## config.mk

```make
export PLATFORM = sky130hd
export DESIGN_NAME = clu_top
export DESIGN_NICKNAME = d
export VERILOG_FILES = /design/src/core/clu_pkg.sv /design/src/core/clu_top.sv /design/src/core/clu_out_stage.sv /design/src/core/clu_sequencer.sv
export SDC_FILE = /design/constraint.sdc
export NUM_CORES = 1
export LEC_CHECK = 0
export BUFFER_PORTS_ARGS = -buffer_cell sky130_fd_sc_hd__buf_2
export CAP_MARGIN = 20
export CORE_MARGIN = 2
export CORE_UTILIZATION = 30
export DETAILED_ROUTE_END_ITERATION = 8
export MAX_ROUTING_LAYER = met4
export PLACE_DENSITY = 0.58
export RECOVER_POWER = 25
export SLEW_MARGIN = 0
export SYNTH_ARGS = -nofsm -noshare
export SYNTH_HDL_FRONTEND = slang
export SYNTH_SLANG_ARGS = --single-unit
```

## constraint.sdc

```tcl
create_clock -name clk_i -period 3.9 [get_ports clk_i]
set_input_delay 0.39 -clock clk_i [delete_from_list [all_inputs] [get_ports clk_i]]
set_output_delay 0.39 -clock clk_i [all_outputs]
set_load 0.02 [all_outputs]
```

## src/core/clu_pkg.sv

```systemverilog
// Shared constants, field layouts and carrier types of the custom logic unit
package clu_pkg;

   ////////////////////////////////////////////////////////////////////////////
   // Sizes
   localparam int CLU_TABLES = 4;
   localparam int CLU_PAIRS = 2;
   localparam int CLU_ASYNC_W = 21;

   ////////////////////////////////////////////////////////////////////////////
   // Register word indices, global block
   localparam logic [3:0] CLU_W_GLOBAL = 4'h0;
   localparam logic [3:0] CLU_W_PAIR_SEQUENCER_0 = 4'h1;
   localparam logic [3:0] CLU_W_PAIR_SEQUENCER_1 = 4'h2;
   localparam logic [3:0] CLU_W_INT_MODE = 4'h3;
   localparam logic [3:0] CLU_W_INT_FLAG = 4'h4;
   localparam logic [3:0] CLU_W_STATUS = 4'h5;
   // Table block: 0x40 + 0x10 * table, word select below
   localparam logic [5:0] CLU_PAGE_GLOBAL = 6'h00;
   localparam logic [5:0] CLU_PAGE_TABLE = 6'h01;
   localparam logic [1:0] CLU_T_CTRL_A = 2'h0;
   localparam logic [1:0] CLU_T_CTRL_B = 2'h1;
   localparam logic [1:0] CLU_T_CTRL_C = 2'h2;
   localparam logic [1:0] CLU_T_TRUTH = 2'h3;

   ////////////////////////////////////////////////////////////////////////////
   // Input source select codes
   localparam logic [3:0] CLU_SRC_MASK = 4'h0;
   localparam logic [3:0] CLU_SRC_FEEDBACK = 4'h1;
   localparam logic [3:0] CLU_SRC_LINK = 4'h2;
   localparam logic [3:0] CLU_SRC_EVENT_A = 4'h3;
   localparam logic [3:0] CLU_SRC_EVENT_B = 4'h4;
   localparam logic [3:0] CLU_SRC_PIN = 4'h5;
   localparam logic [3:0] CLU_SRC_COMPARATOR = 4'h6;
   localparam logic [3:0] CLU_SRC_SERIAL = 4'h8;
   localparam logic [3:0] CLU_SRC_SPI = 4'h9;
   localparam logic [3:0] CLU_SRC_TIMER_A = 4'hA;
   localparam logic [3:0] CLU_SRC_TIMER_B = 4'hC;

   // Output filter select codes
   localparam logic [1:0] CLU_FILT_OFF = 2'h0;
   localparam logic [1:0] CLU_FILT_SYNC = 2'h1;
   localparam logic [1:0] CLU_FILT_FILTER = 2'h2;

   // Sequencer function codes
   localparam logic [3:0] CLU_SEQ_OFF = 4'h0;
   localparam logic [3:0] CLU_SEQ_DFF = 4'h1;
   localparam logic [3:0] CLU_SEQ_JK = 4'h2;
   localparam logic [3:0] CLU_SEQ_DLATCH = 4'h3;
   localparam logic [3:0] CLU_SEQ_RS = 4'h4;

   ////////////////////////////////////////////////////////////////////////////
   // Reset values
   localparam logic [3:0] CLU_RST_SEL = 4'h0;
   localparam logic [7:0] CLU_RST_TRUTH = 8'h00;
   localparam logic [7:0] CLU_RST_INT_MODE = 8'h00;

   // Control A layout, low bits of the word
   typedef struct packed {
      logic clk_sel;
      logic edge_en;
      logic [1:0] filt;
      logic en;
   } clu_ctrl_a_t;
   localparam clu_ctrl_a_t CLU_RST_CTRL_A = 5'h00;

   // Signal sources feeding the table inputs
   typedef struct packed {
      logic [11:0] table_input_pins;
      logic [3:0] event_input_b;
      logic [3:0] event_input_a;
      logic comparator_output_source;
      logic [2:0] serial_tx;
      logic spi_mosi;
      logic spi_sck;
      logic [2:0] timer_a_outputs;
      logic [2:0] timer_b_outputs;
   } clu_src_t;

endpackage

```

## src/core/clu_top.sv

```systemverilog
// Custom logic unit: four lookup tables, two sequencers, APB registers
`timescale 1ns/1ps

// What this block does
// - Output is truth bit indexed by inputs
// - Sequencer 0 serves tables 0,1; 1 serves 2,3
// - Select codes 0 to 6 pick base sources
// - Codes 8, 9, C pick serial, spi, timer B
// - Code A picks timer A; others reserved
// - Inputs 0,1 in control B, 2 in C
// - Feedback code feeds the pair sequencer output
// - Link code feeds next table, 3 wraps
// - Pin code feeds the table's own pin
// - Protected fields written only while even disabled
// - Protected fields also accepted with the enabling write
// - Global enable bit switches the whole unit
// - Control A enable bit switches each table
// - Switched off input reads as low
// - Sync option delays output two table edges
// - Filter passes stable values, four edge lag
// - Filter state clears one cycle after disable
// - Edge detector pulses on rising filtered output
// - Edge state clears one cycle after disable
// - Output pin per table; input 2 clocks
// - Output changes can raise an interrupt
// - Interrupt on rising, falling or both edges
// - Sequencer functions DFF, JK, D latch, RS
// - Clock select uses input 2, masks it
module clu_top
   import clu_pkg::*;
(
   // Clock and reset
   input wire logic clk_i,
   input wire logic nrst_i,
   // APB slave
   input wire logic psel_i,
   input wire logic penable_i,
   input wire logic pwrite_i,
   input wire logic [11:0] paddr_i,
   input wire logic [31:0] pwdata_i,
   output logic [31:0] prdata_o,
   output logic pready_o,
   output logic pslverr_o,
   // Signal sources
   input wire clu_src_t src_i,
   // Outputs
   output logic [CLU_TABLES-1:0] table_output_pin_o,
   output logic irq_o
);

   ////////////////////////////////////////////////////////////////////////////
   // Declarations

   clu_ctrl_a_t ctrl_a_reg [CLU_TABLES];
   logic [3:0] sel0_reg [CLU_TABLES];
   logic [3:0] sel1_reg [CLU_TABLES];
   logic [3:0] sel2_reg [CLU_TABLES];
   logic [7:0] truth_reg [CLU_TABLES];
   logic [3:0] seq_fn_reg [CLU_PAIRS];
   logic glob_en_reg;
   logic [7:0] int_mode_reg;
   logic [CLU_TABLES-1:0] int_flag_reg;
   logic [CLU_TABLES-1:0] out_prev_reg;
   logic [CLU_TABLES-1:0] link_reg;
   logic [CLU_TABLES-1:0] in2_prev_reg;
   logic [CLU_ASYNC_W-1:0] sync1_reg;
   logic [CLU_ASYNC_W-1:0] sync2_reg;

   logic [CLU_ASYNC_W-1:0] async_raw;
   logic [11:0] pins_s;
   logic [3:0] evt_a_s;
   logic [3:0] evt_b_s;
   logic cmp_s;
   logic [CLU_TABLES-1:0] tbl_en;
   logic [CLU_TABLES-1:0] tick;
   logic [CLU_TABLES-1:0] lut_out;
   logic [CLU_TABLES-1:0] fin_out;
   logic [CLU_TABLES-1:0] int_set;
   logic [CLU_PAIRS-1:0] seq_out;
   logic access, wr, glob_hit, tbl_hit, hit;
   logic [3:0] gword;
   logic [1:0] tsel;
   logic [1:0] tword;

   ////////////////////////////////////////////////////////////////////////////
   // Input selection

   // One table input from its select code
   function automatic logic pick_src(
      input logic [3:0] code,
      input logic [1:0] pos,
      input logic seq_v,
      input logic link_v,
      input logic ev_a,
      input logic ev_b,
      input logic pin_v,
      input logic cmp_v,
      input clu_src_t s
   );
      logic v;
      v = 1'b0;
      case (code)
         CLU_SRC_MASK: v = 1'b0;
         CLU_SRC_FEEDBACK: v = seq_v;
         CLU_SRC_LINK: v = link_v;
         CLU_SRC_EVENT_A: v = ev_a;
         CLU_SRC_EVENT_B: v = ev_b;
         CLU_SRC_PIN: v = pin_v;
         CLU_SRC_COMPARATOR: v = cmp_v;
         CLU_SRC_SERIAL: v = s.serial_tx[pos];
         CLU_SRC_SPI: v = (pos == 2'd2) ? s.spi_sck : s.spi_mosi;
         CLU_SRC_TIMER_A: v = s.timer_a_outputs[pos];
         CLU_SRC_TIMER_B: v = s.timer_b_outputs[pos];
         default: v = 1'b0;
      endcase
      return v;
   endfunction

   ////////////////////////////////////////////////////////////////////////////
   // Synchronizers for pins, events and comparator

   // Events are asynchronous here, so they share the two-flop chain
   assign async_raw = {src_i.table_input_pins, src_i.event_input_b,
                       src_i.event_input_a, src_i.comparator_output_source};

   always_ff @(posedge clk_i or negedge nrst_i) begin
      if (!nrst_i) begin
         sync1_reg <= '0;
         sync2_reg <= '0;
      end else begin
         sync1_reg <= async_raw;
         sync2_reg <= sync1_reg;
      end
   end

   assign pins_s = sync2_reg[20:9];
   assign evt_b_s = sync2_reg[8:5];
   assign evt_a_s = sync2_reg[4:1];
   assign cmp_s = sync2_reg[0];

   ////////////////////////////////////////////////////////////////////////////
   // APB decode

   // Zero wait states; strobe-free word access only
   assign access = psel_i & penable_i;
   assign gword = paddr_i[5:2];
   assign tsel = paddr_i[5:4];
   assign tword = paddr_i[3:2];
   assign glob_hit = (paddr_i[11:6] == CLU_PAGE_GLOBAL) && (gword <= CLU_W_STATUS);
   assign tbl_hit = (paddr_i[11:6] == CLU_PAGE_TABLE);
   assign hit = (glob_hit | tbl_hit) && (paddr_i[1:0] == 2'b00);
   assign wr = access & pwrite_i & hit;
   assign pready_o = 1'b1;
   assign pslverr_o = access & ~hit;

   // Read mux
   always_comb begin
      prdata_o = 32'h0000_0000;
      if (psel_i && !pwrite_i && hit) begin
         if (glob_hit) begin
            unique case (gword)
               CLU_W_GLOBAL: prdata_o = {31'h0000_0000, glob_en_reg};
               CLU_W_PAIR_SEQUENCER_0: prdata_o = {28'h000_0000, seq_fn_reg[0]};
               CLU_W_PAIR_SEQUENCER_1: prdata_o = {28'h000_0000, seq_fn_reg[1]};
               CLU_W_INT_MODE: prdata_o = {24'h00_0000, int_mode_reg};
               CLU_W_INT_FLAG: prdata_o = {28'h000_0000, int_flag_reg};
               CLU_W_STATUS: prdata_o = {26'h000_0000, seq_out, fin_out};
               default: prdata_o = 32'h0000_0000;
            endcase
         end else begin
            unique case (tword)
               CLU_T_CTRL_A: prdata_o = {27'h000_0000, ctrl_a_reg[tsel]};
               CLU_T_CTRL_B: prdata_o = {24'h00_0000, sel1_reg[tsel], sel0_reg[tsel]};
               CLU_T_CTRL_C: prdata_o = {28'h000_0000, sel2_reg[tsel]};
               CLU_T_TRUTH: prdata_o = {24'h00_0000, truth_reg[tsel]};
            endcase
         end
      end
   end

   ////////////////////////////////////////////////////////////////////////////
   // Global registers

   // Whole-unit enable and interrupt mode
   always_ff @(posedge clk_i or negedge nrst_i) begin
      if (!nrst_i) begin
         glob_en_reg <= 1'b0;
         int_mode_reg <= CLU_RST_INT_MODE;
      end else if (wr && glob_hit) begin
         if (gword == CLU_W_GLOBAL) begin
            glob_en_reg <= pwdata_i[0];
         end
         if (gword == CLU_W_INT_MODE) begin
            int_mode_reg <= pwdata_i[7:0];
         end
      end
   end

   // Sequencer function, locked while the even table's enable bit is set
   always_ff @(posedge clk_i or negedge nrst_i) begin
      if (!nrst_i) begin
         seq_fn_reg[0] <= CLU_SEQ_OFF;
         seq_fn_reg[1] <= CLU_SEQ_OFF;
      end else if (wr && glob_hit) begin
         if (gword == CLU_W_PAIR_SEQUENCER_0 && !ctrl_a_reg[0].en) begin
            seq_fn_reg[0] <= pwdata_i[3:0];
         end
         if (gword == CLU_W_PAIR_SEQUENCER_1 && !ctrl_a_reg[2].en) begin
            seq_fn_reg[1] <= pwdata_i[3:0];
         end
      end
   end

   // Sticky flags, write one to clear; new events win
   always_ff @(posedge clk_i or negedge nrst_i) begin
      if (!nrst_i) begin
         int_flag_reg <= '0;
      end else if (wr && glob_hit && gword == CLU_W_INT_FLAG) begin
         int_flag_reg <= int_set | (int_flag_reg & ~pwdata_i[CLU_TABLES-1:0]);
      end else begin
         int_flag_reg <= int_flag_reg | int_set;
      end
   end

   assign irq_o = |int_flag_reg;

   ////////////////////////////////////////////////////////////////////////////
   // Sequencers, one per table pair

   for (genvar p = 0; p < CLU_PAIRS; p++) begin : g_pair
      // Runs on the even table's clock, held clear while it is off
      clu_sequencer u_seq (
         .clk_i(clk_i),
         .nrst_i(nrst_i),
         .clr_i(~tbl_en[2*p]),
         .tick_i(tick[2*p]),
         .fn_i(seq_fn_reg[p]),
         .a_i(fin_out[2*p]),
         .b_i(fin_out[2*p+1]),
         .q_o(seq_out[p])
      );
   end

   ////////////////////////////////////////////////////////////////////////////
   // Lookup tables

   for (genvar g = 0; g < CLU_TABLES; g++) begin : g_tbl
      localparam int EVEN = (g / 2) * 2;
      localparam int NEXT = (g + 1) % CLU_TABLES;
      logic in0, in1, in2_raw, in2;
      logic protect_ok;
      logic [2:0] idx;

      // Protection follows the even enable before the write
      assign protect_ok = ~ctrl_a_reg[EVEN].en;

      // Table configuration registers
      always_ff @(posedge clk_i or negedge nrst_i) begin
         if (!nrst_i) begin
            ctrl_a_reg[g] <= CLU_RST_CTRL_A;
            sel0_reg[g] <= CLU_RST_SEL;
            sel1_reg[g] <= CLU_RST_SEL;
            sel2_reg[g] <= CLU_RST_SEL;
            truth_reg[g] <= CLU_RST_TRUTH;
         end else if (wr && tbl_hit && tsel == 2'(g)) begin
            unique case (tword)
               CLU_T_CTRL_A: begin
                  ctrl_a_reg[g].en <= pwdata_i[0];
                  if (protect_ok) begin
                     ctrl_a_reg[g].filt <= pwdata_i[2:1];
                     ctrl_a_reg[g].edge_en <= pwdata_i[3];
                     ctrl_a_reg[g].clk_sel <= pwdata_i[4];
                  end
               end
               CLU_T_CTRL_B: begin
                  if (protect_ok) begin
                     sel0_reg[g] <= pwdata_i[3:0];
                     sel1_reg[g] <= pwdata_i[7:4];
                  end
               end
               CLU_T_CTRL_C: begin
                  if (protect_ok) begin
                     sel2_reg[g] <= pwdata_i[3:0];
                  end
               end
               CLU_T_TRUTH: truth_reg[g] <= pwdata_i[7:0];
            endcase
         end
      end

      // Table runs only with both unit and own enable set
      assign tbl_en[g] = glob_en_reg & ctrl_a_reg[g].en;

      // Input muxes; link goes through a flop to break the ring
      assign in0 = pick_src(sel0_reg[g], 2'd0, seq_out[g/2], link_reg[NEXT],
                            evt_a_s[g], evt_b_s[g], pins_s[3*g], cmp_s, src_i);
      assign in1 = pick_src(sel1_reg[g], 2'd1, seq_out[g/2], link_reg[NEXT],
                            evt_a_s[g], evt_b_s[g], pins_s[3*g+1], cmp_s, src_i);
      assign in2_raw = pick_src(sel2_reg[g], 2'd2, seq_out[g/2], link_reg[NEXT],
                                evt_a_s[g], evt_b_s[g], pins_s[3*g+2], cmp_s, src_i);

      // Input 2 masked when it serves as the table clock
      assign in2 = ctrl_a_reg[g].clk_sel ? 1'b0 : in2_raw;
      assign idx = {in2, in1, in0};
      assign lut_out[g] = tbl_en[g] & truth_reg[g][idx];

      // Alternative clock: rising-edge tick of input 2
      assign tick[g] = ctrl_a_reg[g].clk_sel ? (in2_raw & ~in2_prev_reg[g]) : 1'b1;

      always_ff @(posedge clk_i or negedge nrst_i) begin
         if (!nrst_i) begin
            in2_prev_reg[g] <= 1'b0;
            link_reg[g] <= 1'b0;
            out_prev_reg[g] <= 1'b0;
         end else begin
            in2_prev_reg[g] <= in2_raw;
            link_reg[g] <= lut_out[g];
            out_prev_reg[g] <= fin_out[g];
         end
      end

      // Synchronizer, filter and edge detector
      clu_out_stage u_stage (
         .clk_i(clk_i),
         .nrst_i(nrst_i),
         .en_i(tbl_en[g]),
         .tick_i(tick[g]),
         .filt_i(ctrl_a_reg[g].filt),
         .edge_en_i(ctrl_a_reg[g].edge_en),
         .d_i(lut_out[g]),
         .q_o(fin_out[g])
      );

      // Change event per edge mode: bit 0 rising, bit 1 falling
      assign int_set[g] = (int_mode_reg[2*g] & fin_out[g] & ~out_prev_reg[g])
                        | (int_mode_reg[2*g+1] & ~fin_out[g] & out_prev_reg[g]);
      assign table_output_pin_o[g] = fin_out[g];
   end

endmodule

```

## src/core/clu_out_stage.sv

```systemverilog
// Per-table synchronizer, glitch filter and rising-edge detector
`timescale 1ns/1ps
module clu_out_stage
   import clu_pkg::*;
(
   // Clock and reset
   input wire logic clk_i,
   input wire logic nrst_i,
   // Control
   input wire logic en_i,
   input wire logic tick_i,
   input wire logic [1:0] filt_i,
   input wire logic edge_en_i,
   // Data
   input wire logic d_i,
   output logic q_o
);

   logic s1_reg, s2_reg, s3_reg, held_reg, prev_reg, pulse_reg;
   logic filt_v;

   // Filtered value; off stays purely combinational
   always_comb begin
      filt_v = d_i;
      if (filt_i == CLU_FILT_SYNC) begin
         filt_v = s2_reg;
      end else if (filt_i == CLU_FILT_FILTER) begin
         filt_v = held_reg;
      end
   end

   // Sample chain, cleared the edge after the enable drops
   always_ff @(posedge clk_i or negedge nrst_i) begin
      if (!nrst_i) begin
         {s1_reg, s2_reg, s3_reg, held_reg, prev_reg, pulse_reg} <= '0;
      end else if (!en_i) begin
         {s1_reg, s2_reg, s3_reg, held_reg} <= '0;
         {prev_reg, pulse_reg} <= '0;
      end else if (tick_i) begin
         s1_reg <= d_i;
         s2_reg <= s1_reg;
         s3_reg <= s2_reg;
         // Three equal samples before the value may pass
         if (s1_reg == s2_reg && s2_reg == s3_reg) begin
            held_reg <= s3_reg;
         end
         prev_reg <= filt_v;
         pulse_reg <= filt_v & ~prev_reg;
      end
   end

   // Final value, forced low while the table is off
   assign q_o = en_i & (edge_en_i ? pulse_reg : filt_v);

endmodule

```

## src/core/clu_sequencer.sv

```systemverilog
// Pair sequencer: gated D flip-flop, JK flip-flop, D latch or RS latch
`timescale 1ns/1ps
module clu_sequencer
   import clu_pkg::*;
(
   // Clock and reset
   input wire logic clk_i,
   input wire logic nrst_i,
   // Control
   input wire logic clr_i,
   input wire logic tick_i,
   input wire logic [3:0] fn_i,
   // Data: a from the even table, b from the odd table
   input wire logic a_i,
   input wire logic b_i,
   output logic q_o
);

   logic q_reg;

   // Latch modes are sampled like the flops; no true latch in this core
   always_ff @(posedge clk_i or negedge nrst_i) begin
      if (!nrst_i) begin
         q_reg <= 1'b0;
      end else if (clr_i) begin
         q_reg <= 1'b0;
      end else if (tick_i) begin
         case (fn_i)
            CLU_SEQ_DFF, CLU_SEQ_DLATCH: begin
               if (b_i) begin
                  q_reg <= a_i;
               end
            end
            CLU_SEQ_JK: begin
               unique case ({a_i, b_i})
                  2'b01: q_reg <= 1'b0;
                  2'b10: q_reg <= 1'b1;
                  2'b11: q_reg <= ~q_reg;
                  2'b00: q_reg <= q_reg;
               endcase
            end
            CLU_SEQ_RS: begin
               // Both set and reset high holds the state
               if (a_i && !b_i) begin
                  q_reg <= 1'b1;
               end else if (!a_i && b_i) begin
                  q_reg <= 1'b0;
               end
            end
            default: begin
               q_reg <= 1'b0;
            end
         endcase
      end
   end

   assign q_o = q_reg;

endmodule

```

Yosys cells after proc, flatten, opt, wreduce, memory -nomap -nowiden
Cells that the tools add are included.

operators by class
  equal/unequal tests = 176
  reductions and logical operators = 68
  shifts and indexed selects = 0
  multipliers = 0
  bitwise operators = 71
  muxes and demuxes = 126
  add/sub/neg operators = 0
  order comparisons = 6
  divide/modulo/power cells = 0

operators with widths
  kind                  count
  $eq A4 B4 Y1 const B  48
  $eq A4 B3 Y1 const B  40
  $pmux W32 S4          1
  $eq A4 B2 Y1 const B  30
  $pmux W1 S10          12
  $mux W1               86
  $mux W32              2
  $eq A4 B1 Y1 const B  15
  $pmux W8 S6           1
  $and A1 B1 Y1         40
  $reduce_and A3 Y1     12
  $reduce_and A2 Y1     16
  $mux W4               7
  $bmux W4 S2           3
  $eq A2 B2 Y1 const B  12
  $logic_and A1 B1 Y1   21
  $not A1 Y1            21
  $bmux W8 S2           1
  $eq A2 B1 Y1 const B  8
  $lt A3 B4 Y1 const B  4
  $mux W8               2
  $ne A2 B2 Y1 const B  8
  $bmux W1 S3           4
  $ne A3 B3 Y1 const B  4
  20 further kinds      49

word-level totals
  memories = 0
  output and inout port bits = 39
  word-level logic and storage cells = 524
  bits in writable memories = 0
  input port bits = 81
  bits in latches = 0
  register bits after elaboration = 201
  ROM bits = 0

Depth between registers and ports, before layout
  depth in word-level cells = 17
  depth in mapped cells = 12
  mapped depth without buffers = 11

Hierarchy
From an unflattened synthesis, not the netlist that was laid out.

unflattened totals
  cell total of the unflattened synthesis = 905
  area total of the unflattened synthesis = 10835.4 µm²

by module, submodules not included
  module         instances  cells an instance  seq. area each (µm²)  area an instance (µm²)
  clu_top        1          769                4379.2                9386.5
  clu_out_stage  4          29                 150.1                 319.1
  clu_sequencer  2          10                 25.0                  86.3

Worst setup path after synthesis
No wires, ideal clock.

  kind = reg-to-output
  from = reg sel0_reg[13] in the netlist's numbering
  to = out prdata_o[0]
  stages on the path, launching flop included = 12
  path buffers = 1
  path slack = 0.522 ns
  arrival time = 2.988 ns
  required time = 3.510 ns
  cell sequence = dfrtp_1 buf_6 mux2_4 a22o_1 or4_4 mux4_2 nand3_1 a31oi_1 a22oi_2 nor2_2 a21oi_1 nor3_1

on the way
  word-level cells in the longest chain between the ends = 12
  elaborated cells on any way between the ends = 21
  those cells by class = eq/ne (10); mux (9); bitwise (2)

ends and longest elaborated chain
  item                                        RTL line             text
  start, declared                             clu_top.sv:55        logic [3:0] sel0_reg [CLU_TABLES];
  start signal, assigned by index             clu_top.sv:277       sel0_reg[g] <= pwdata_i[3:0];
  $eq A4 B4 Y1, or another cell as far along  clu_top.sv:102       case (code)
  $pmux W1 S10 *                              clu_top.sv:102
  $bmux W1 S3 *                               clu_top.sv:305       assign lut_out[g] = tbl_en[g] & truth_reg[g][idx];
  $mux W1 (implied by the code) *             clu_top.sv:305
  $and A1 B1 Y1 *                             clu_top.sv:305
  $mux W1 *                                   clu_out_stage.sv:27  end else if (filt_i == CLU_FILT_FILTER) begin
  $mux W1 *                                   clu_out_stage.sv:25  if (filt_i == CLU_FILT_SYNC) begin
  $mux W1 *                                   clu_out_stage.sv:53  assign q_o = en_i & (edge_en_i ? pulse_reg : filt_v);
  $and A1 B1 Y1 *                             clu_out_stage.sv:53
  via g_pair[0].u_seq.a_i                     clu_sequencer.sv:14  input wire logic a_i,
  $pmux W8 S6 *                               clu_top.sv:161       unique case (gword)
  $mux W32 *                                  clu_top.sv:160       if (glob_hit) begin
  $mux W32 *                                  clu_top.sv:159       if (psel_i && !pwrite_i && hit) begin
  end, declared                               clu_top.sv:41        output logic [31:0] prdata_o,

Mark *: on every way through the listed nets, which the timed path passes. The rest lies on a longest branch. The select of a mux whose other input is x is not followed.

Worst setup path after layout
  from = reg sel0_reg[13] in the netlist's numbering
  to = out prdata_o[0]

on the way
  word-level cells in the longest chain between the ends = 12
  elaborated cells on any way between the ends = 21
  those cells by class = eq/ne (10); mux (9); bitwise (2)

ends and longest elaborated chain
  item                                        RTL line
  $eq A4 B4 Y1, or another cell as far along  clu_top.sv:102
  $pmux W1 S10 *                              clu_top.sv:102
  $bmux W1 S3 *                               clu_top.sv:305
  $mux W1 (implied by the code) *             clu_top.sv:305
  $and A1 B1 Y1 *                             clu_top.sv:305
  $mux W1 *                                   clu_out_stage.sv:27
  $mux W1 *                                   clu_out_stage.sv:25
  $mux W1 *                                   clu_out_stage.sv:53
  $and A1 B1 Y1 *                             clu_out_stage.sv:53
  $pmux W8 S6 *                               clu_top.sv:161
  $mux W32 *                                  clu_top.sv:160
  $mux W32 *                                  clu_top.sv:159

Every way passes the cells marked *; elsewhere a longest branch is shown, timed or not. The select of a mux whose other input is x is not followed.

==> impl_metrics.ini <==
[synthesis]
mappedNetlistArea_um2 = 11100
yosys.area_share.xor_xnor_pct = 0.237
dominant_combinational_cell_family_by_area_after_synthesis = multiplexers
netlist_top_cells_count = sky130_fd_sc_hd__dfrtp_1 (201), sky130_fd_sc_hd__mux2_2 (116), sky130_fd_sc_hd__nand2_1 (84), sky130_fd_sc_hd__nor2_1 (59), sky130_fd_sc_hd__o21ai_0 (47)
yosysWarnings = 0
yosysSeqAreaShare_pct = 45.3
asyncSetResetFlopFracSynth_pct = 100
yosys.area.top_type = sky130_fd_sc_hd__dfrtp_1
yosys.area_share.adder_pct = 0
ys_top_cells_by_area = sky130_fd_sc_hd__dfrtp_1 (45%), sky130_fd_sc_hd__mux2_2 (12%), sky130_fd_sc_hd__mux4_2 (6.5%)
top_count_cell_post_synth = sky130_fd_sc_hd__dfrtp_1
synth.distinct_cells = 78
synth-compound-area-share_pct = 12.5
synth_cells = 1017
synth.top_cell.area_share_pct = 45.3
syn_avg_cell_area_um2 = 10.9
synth_top_flop_cell = sky130_fd_sc_hd__dfrtp_1
synth-seq-cells = 201
synth_mux_area_share_pct = 22.1
synth-edff-count = 0
synth_simple_gate_area_share_pct = 14.9

[critical_path]
timing_worst_setup_path_type = reg2out
worst-path-max-fanout = 6
critPathArrivalTime_ns = 3.46
critical_path.startpoint_type = register
r2r.worst_path.cells = 11
timing.critical_path.required_ns = 3.51
critPathCaptureType = output pin

[timing]
number_of_max_slew_violations_in_the_final_report = 111
finalHoldViolCount = 0
setup_ws_ns = 0.0531
worst_pin_slew_ns = 2.86
grt_setup_unrepaired = true
finalWorstPathRequiredPeriod_ns = 3.85
maxSlewHeadroom_pct = -90.5
fin_worst_hold_slack_ns = 0.0503
finClkSkew_ns = 0.0170
max_freq_mhz = 260
final.period_utilization_pct = 98.6
final-setup-viol-count = 0

[layout]
layout-drive-gt1-share_pct = 30.5
finish.utilization_pct = 35.7
antenna-diode-count = 0
area_delta_synth_final_pct = 17.4
nets = 1184
largest_register_ffs = 32

[global_routing]
grt_usage_pct = 17.9
grt_first_pass_wirelength_mm = 51.6
gr-total-overflow = 0
grt_use_met2_pct = 29.2
grt-busiest-layer = met2
met3_usage_pct = 2.53
antenna_found_initial = 0
first_global_vias = 8534
grt_start_max_net_pins = 112
met1_usage_pct = 22.7

[routing]
dr.pass1.iters = 7
via_count = 8604
remaining_drc_errors = 0
wl_per_cell_um = 20.9
detail_route.iter0.violations = 622
antenna_left = 0
routed_wirelength_mm = 33.2
viasPerCell = 5.43

[run_status]
failed_checks = capacitance limit, slew limit
run_status = complete, but fails checks

[cts]
cts_tree = done
cts_max_path_buffers = 3
cts.clk_slew.worst_paths_ns = 0.05
tritoncts.num_buffers = 24
clock_sinks = 201
clk-insertion-delay-late_ns = 0.53
htree_num_levels = 1
clk_root_buffer_cell = sky130_fd_sc_hd__clkbuf_16

[die]
design.die.area_um2 = 38600
boundaryPins = 120
horizontal_die_dimension_um = 196
start_util_pct = 30.4
die_height_um = 196
core_area_um2 = 36500
core.rowCount = 70

[power_and_ir_drop]
fin_total_pwr_mw = 4.46
cellLeakagePower_nw = 5.55
power_per_cell_area_nw_per_um2 = 343
peakVddDrop_uv = 229

[placement]
placement.io_buffers = 70
dp.final_hpwl_mm = 23.7
routabilityCongestion = 0.928
dpl_worst_slack_ns = 0.297

[worst_hold_path]
hold_path_class = in2reg
timing.hold.worst_path_depth = 1

[flow_run]
number_of_violations_of_the_max_capacitance_limit = 1
-- through the flow --
step                      TNS [ns]  instances  area (µm²)
after floorplan                  0       1040       11200
after global placement           0       1515       11900
after detailed placement         0       1515       11900
after CTS                        0       1577       12900
after global routing       -0.0626       1584       13000
final                            0       1584       13000
-- what timing repair did --
action / 4_1_cts / 5_1_grt
gates resized for setup: 23 / 23
hold endpoints to repair: 20 / 0
hold buffers: 20 / 0
pin swaps: 6 / 13
setup buffers: 3 / 7
gates cloned: 0 / 0
setup endpoints to repair: 7 / 6
-- critical path: stages (launching register included) --
cell and delay, ns:
sky130_fd_sc_hd__dfrtp_2 0.46, sky130_fd_sc_hd__mux2_4 0.32, sky130_fd_sc_hd__a22o_1 0.24, sky130_fd_sc_hd__or4_4 0.53, sky130_fd_sc_hd__mux4_2 0.50, sky130_fd_sc_hd__nand3_2 0.11
sky130_fd_sc_hd__o311ai_4 0.13, sky130_fd_sc_hd__a22oi_2 0.22, sky130_fd_sc_hd__nor2_2 0.07, sky130_fd_sc_hd__a21oi_2 0.14, sky130_fd_sc_hd__nor3_2 0.06, sky130_fd_sc_hd__buf_4 0.16
-- cell type report --
| class | instances | area (µm²) |
|---|---|---|
| clock buffer | 34 | 699 |
| multi-input combinational | 730 | 5790 |
| timing repair buffer | 116 | 776 |
| clock inverter | 5 | 27.5 |
| fill | 3616 | 23500 |
| tap | 468 | 586 |
| inverter | 30 | 113 |
| sequential | 201 | 5040 |
-- final timing paths --
check                                               from                   endpoint  slack, ns
worst max-delay path            sel0_reg[13]$_DFFE_PN0P_                prdata_o[0]       0.05
worst min-delay path                           src_i[16]     sync1_reg[5]$_DFF_PN0_       0.05
max in group asynchronous                         nrst_i   sel0_reg[13]$_DFFE_PN0P_       1.25
worst max register to register  sel0_reg[13]$_DFFE_PN0P_  int_flag_reg[0]$_DFF_PN0_       0.76
min in group asynchronous                         nrst_i     sync1_reg[4]$_DFF_PN0_       0.80
worst min register to register   sync1_reg[20]$_DFF_PN0_    sync2_reg[20]$_DFF_PN0_       0.35
-- logic make-up after synthesis --
kind of cell | after synthesis
AND/OR/NAND/NOR | 305
AO/OA/AOI/OAI | 208
flip-flops | 201
multiplexers | 189
buffers and inverters | 109
XOR/XNOR | 3
other | 2
-- power breakdown --
group	leakage, nW	total (mW)	switching [mW]	internal, mW
Combinational	2.55	0.241	0.168	0.0731
Sequential	2.65	2.12	0.0133	2.11
Clock	0.359	2.10	0.868	1.23
-- per-layer routing --
metal | vias to the layer above | wire (µm)
met2 | 281 | 16000
met1 | 4361 | 14100
li1 | 3901 | -
met3 | 61 | 1830
met4 | 0 | 1250
met5 | - | 0
-- layout by cell type, fill, tap and decap left out, types with 12 or more instances in the layout --
cell,netlist,final
sky130_fd_sc_hd__nand2b_1,15,15
sky130_fd_sc_hd__dfrtp_2,0,12
sky130_fd_sc_hd__o21ai_0,47,45
sky130_fd_sc_hd__nor2_1,59,59
sky130_fd_sc_hd__inv_1,30,30
sky130_fd_sc_hd__a211oi_1,14,12
sky130_fd_sc_hd__buf_2,4,64
sky130_fd_sc_hd__dlygate4sd3_1,0,20
sky130_fd_sc_hd__nand3_1,23,20
sky130_fd_sc_hd__nand3b_1,38,38
sky130_fd_sc_hd__nand2_1,84,84
sky130_fd_sc_hd__dfrtp_1,201,189
sky130_fd_sc_hd__mux2i_1,39,39
sky130_fd_sc_hd__a21oi_1,44,40
sky130_fd_sc_hd__buf_4,29,27
sky130_fd_sc_hd__conb_1,2,25
sky130_fd_sc_hd__mux2_2,116,116
sky130_fd_sc_hd__a31oi_1,14,12
sky130_fd_sc_hd__clkbuf_16,0,25
sky130_fd_sc_hd__mux4_2,32,32
Note: power is estimated with default switching activity, not from simulation.
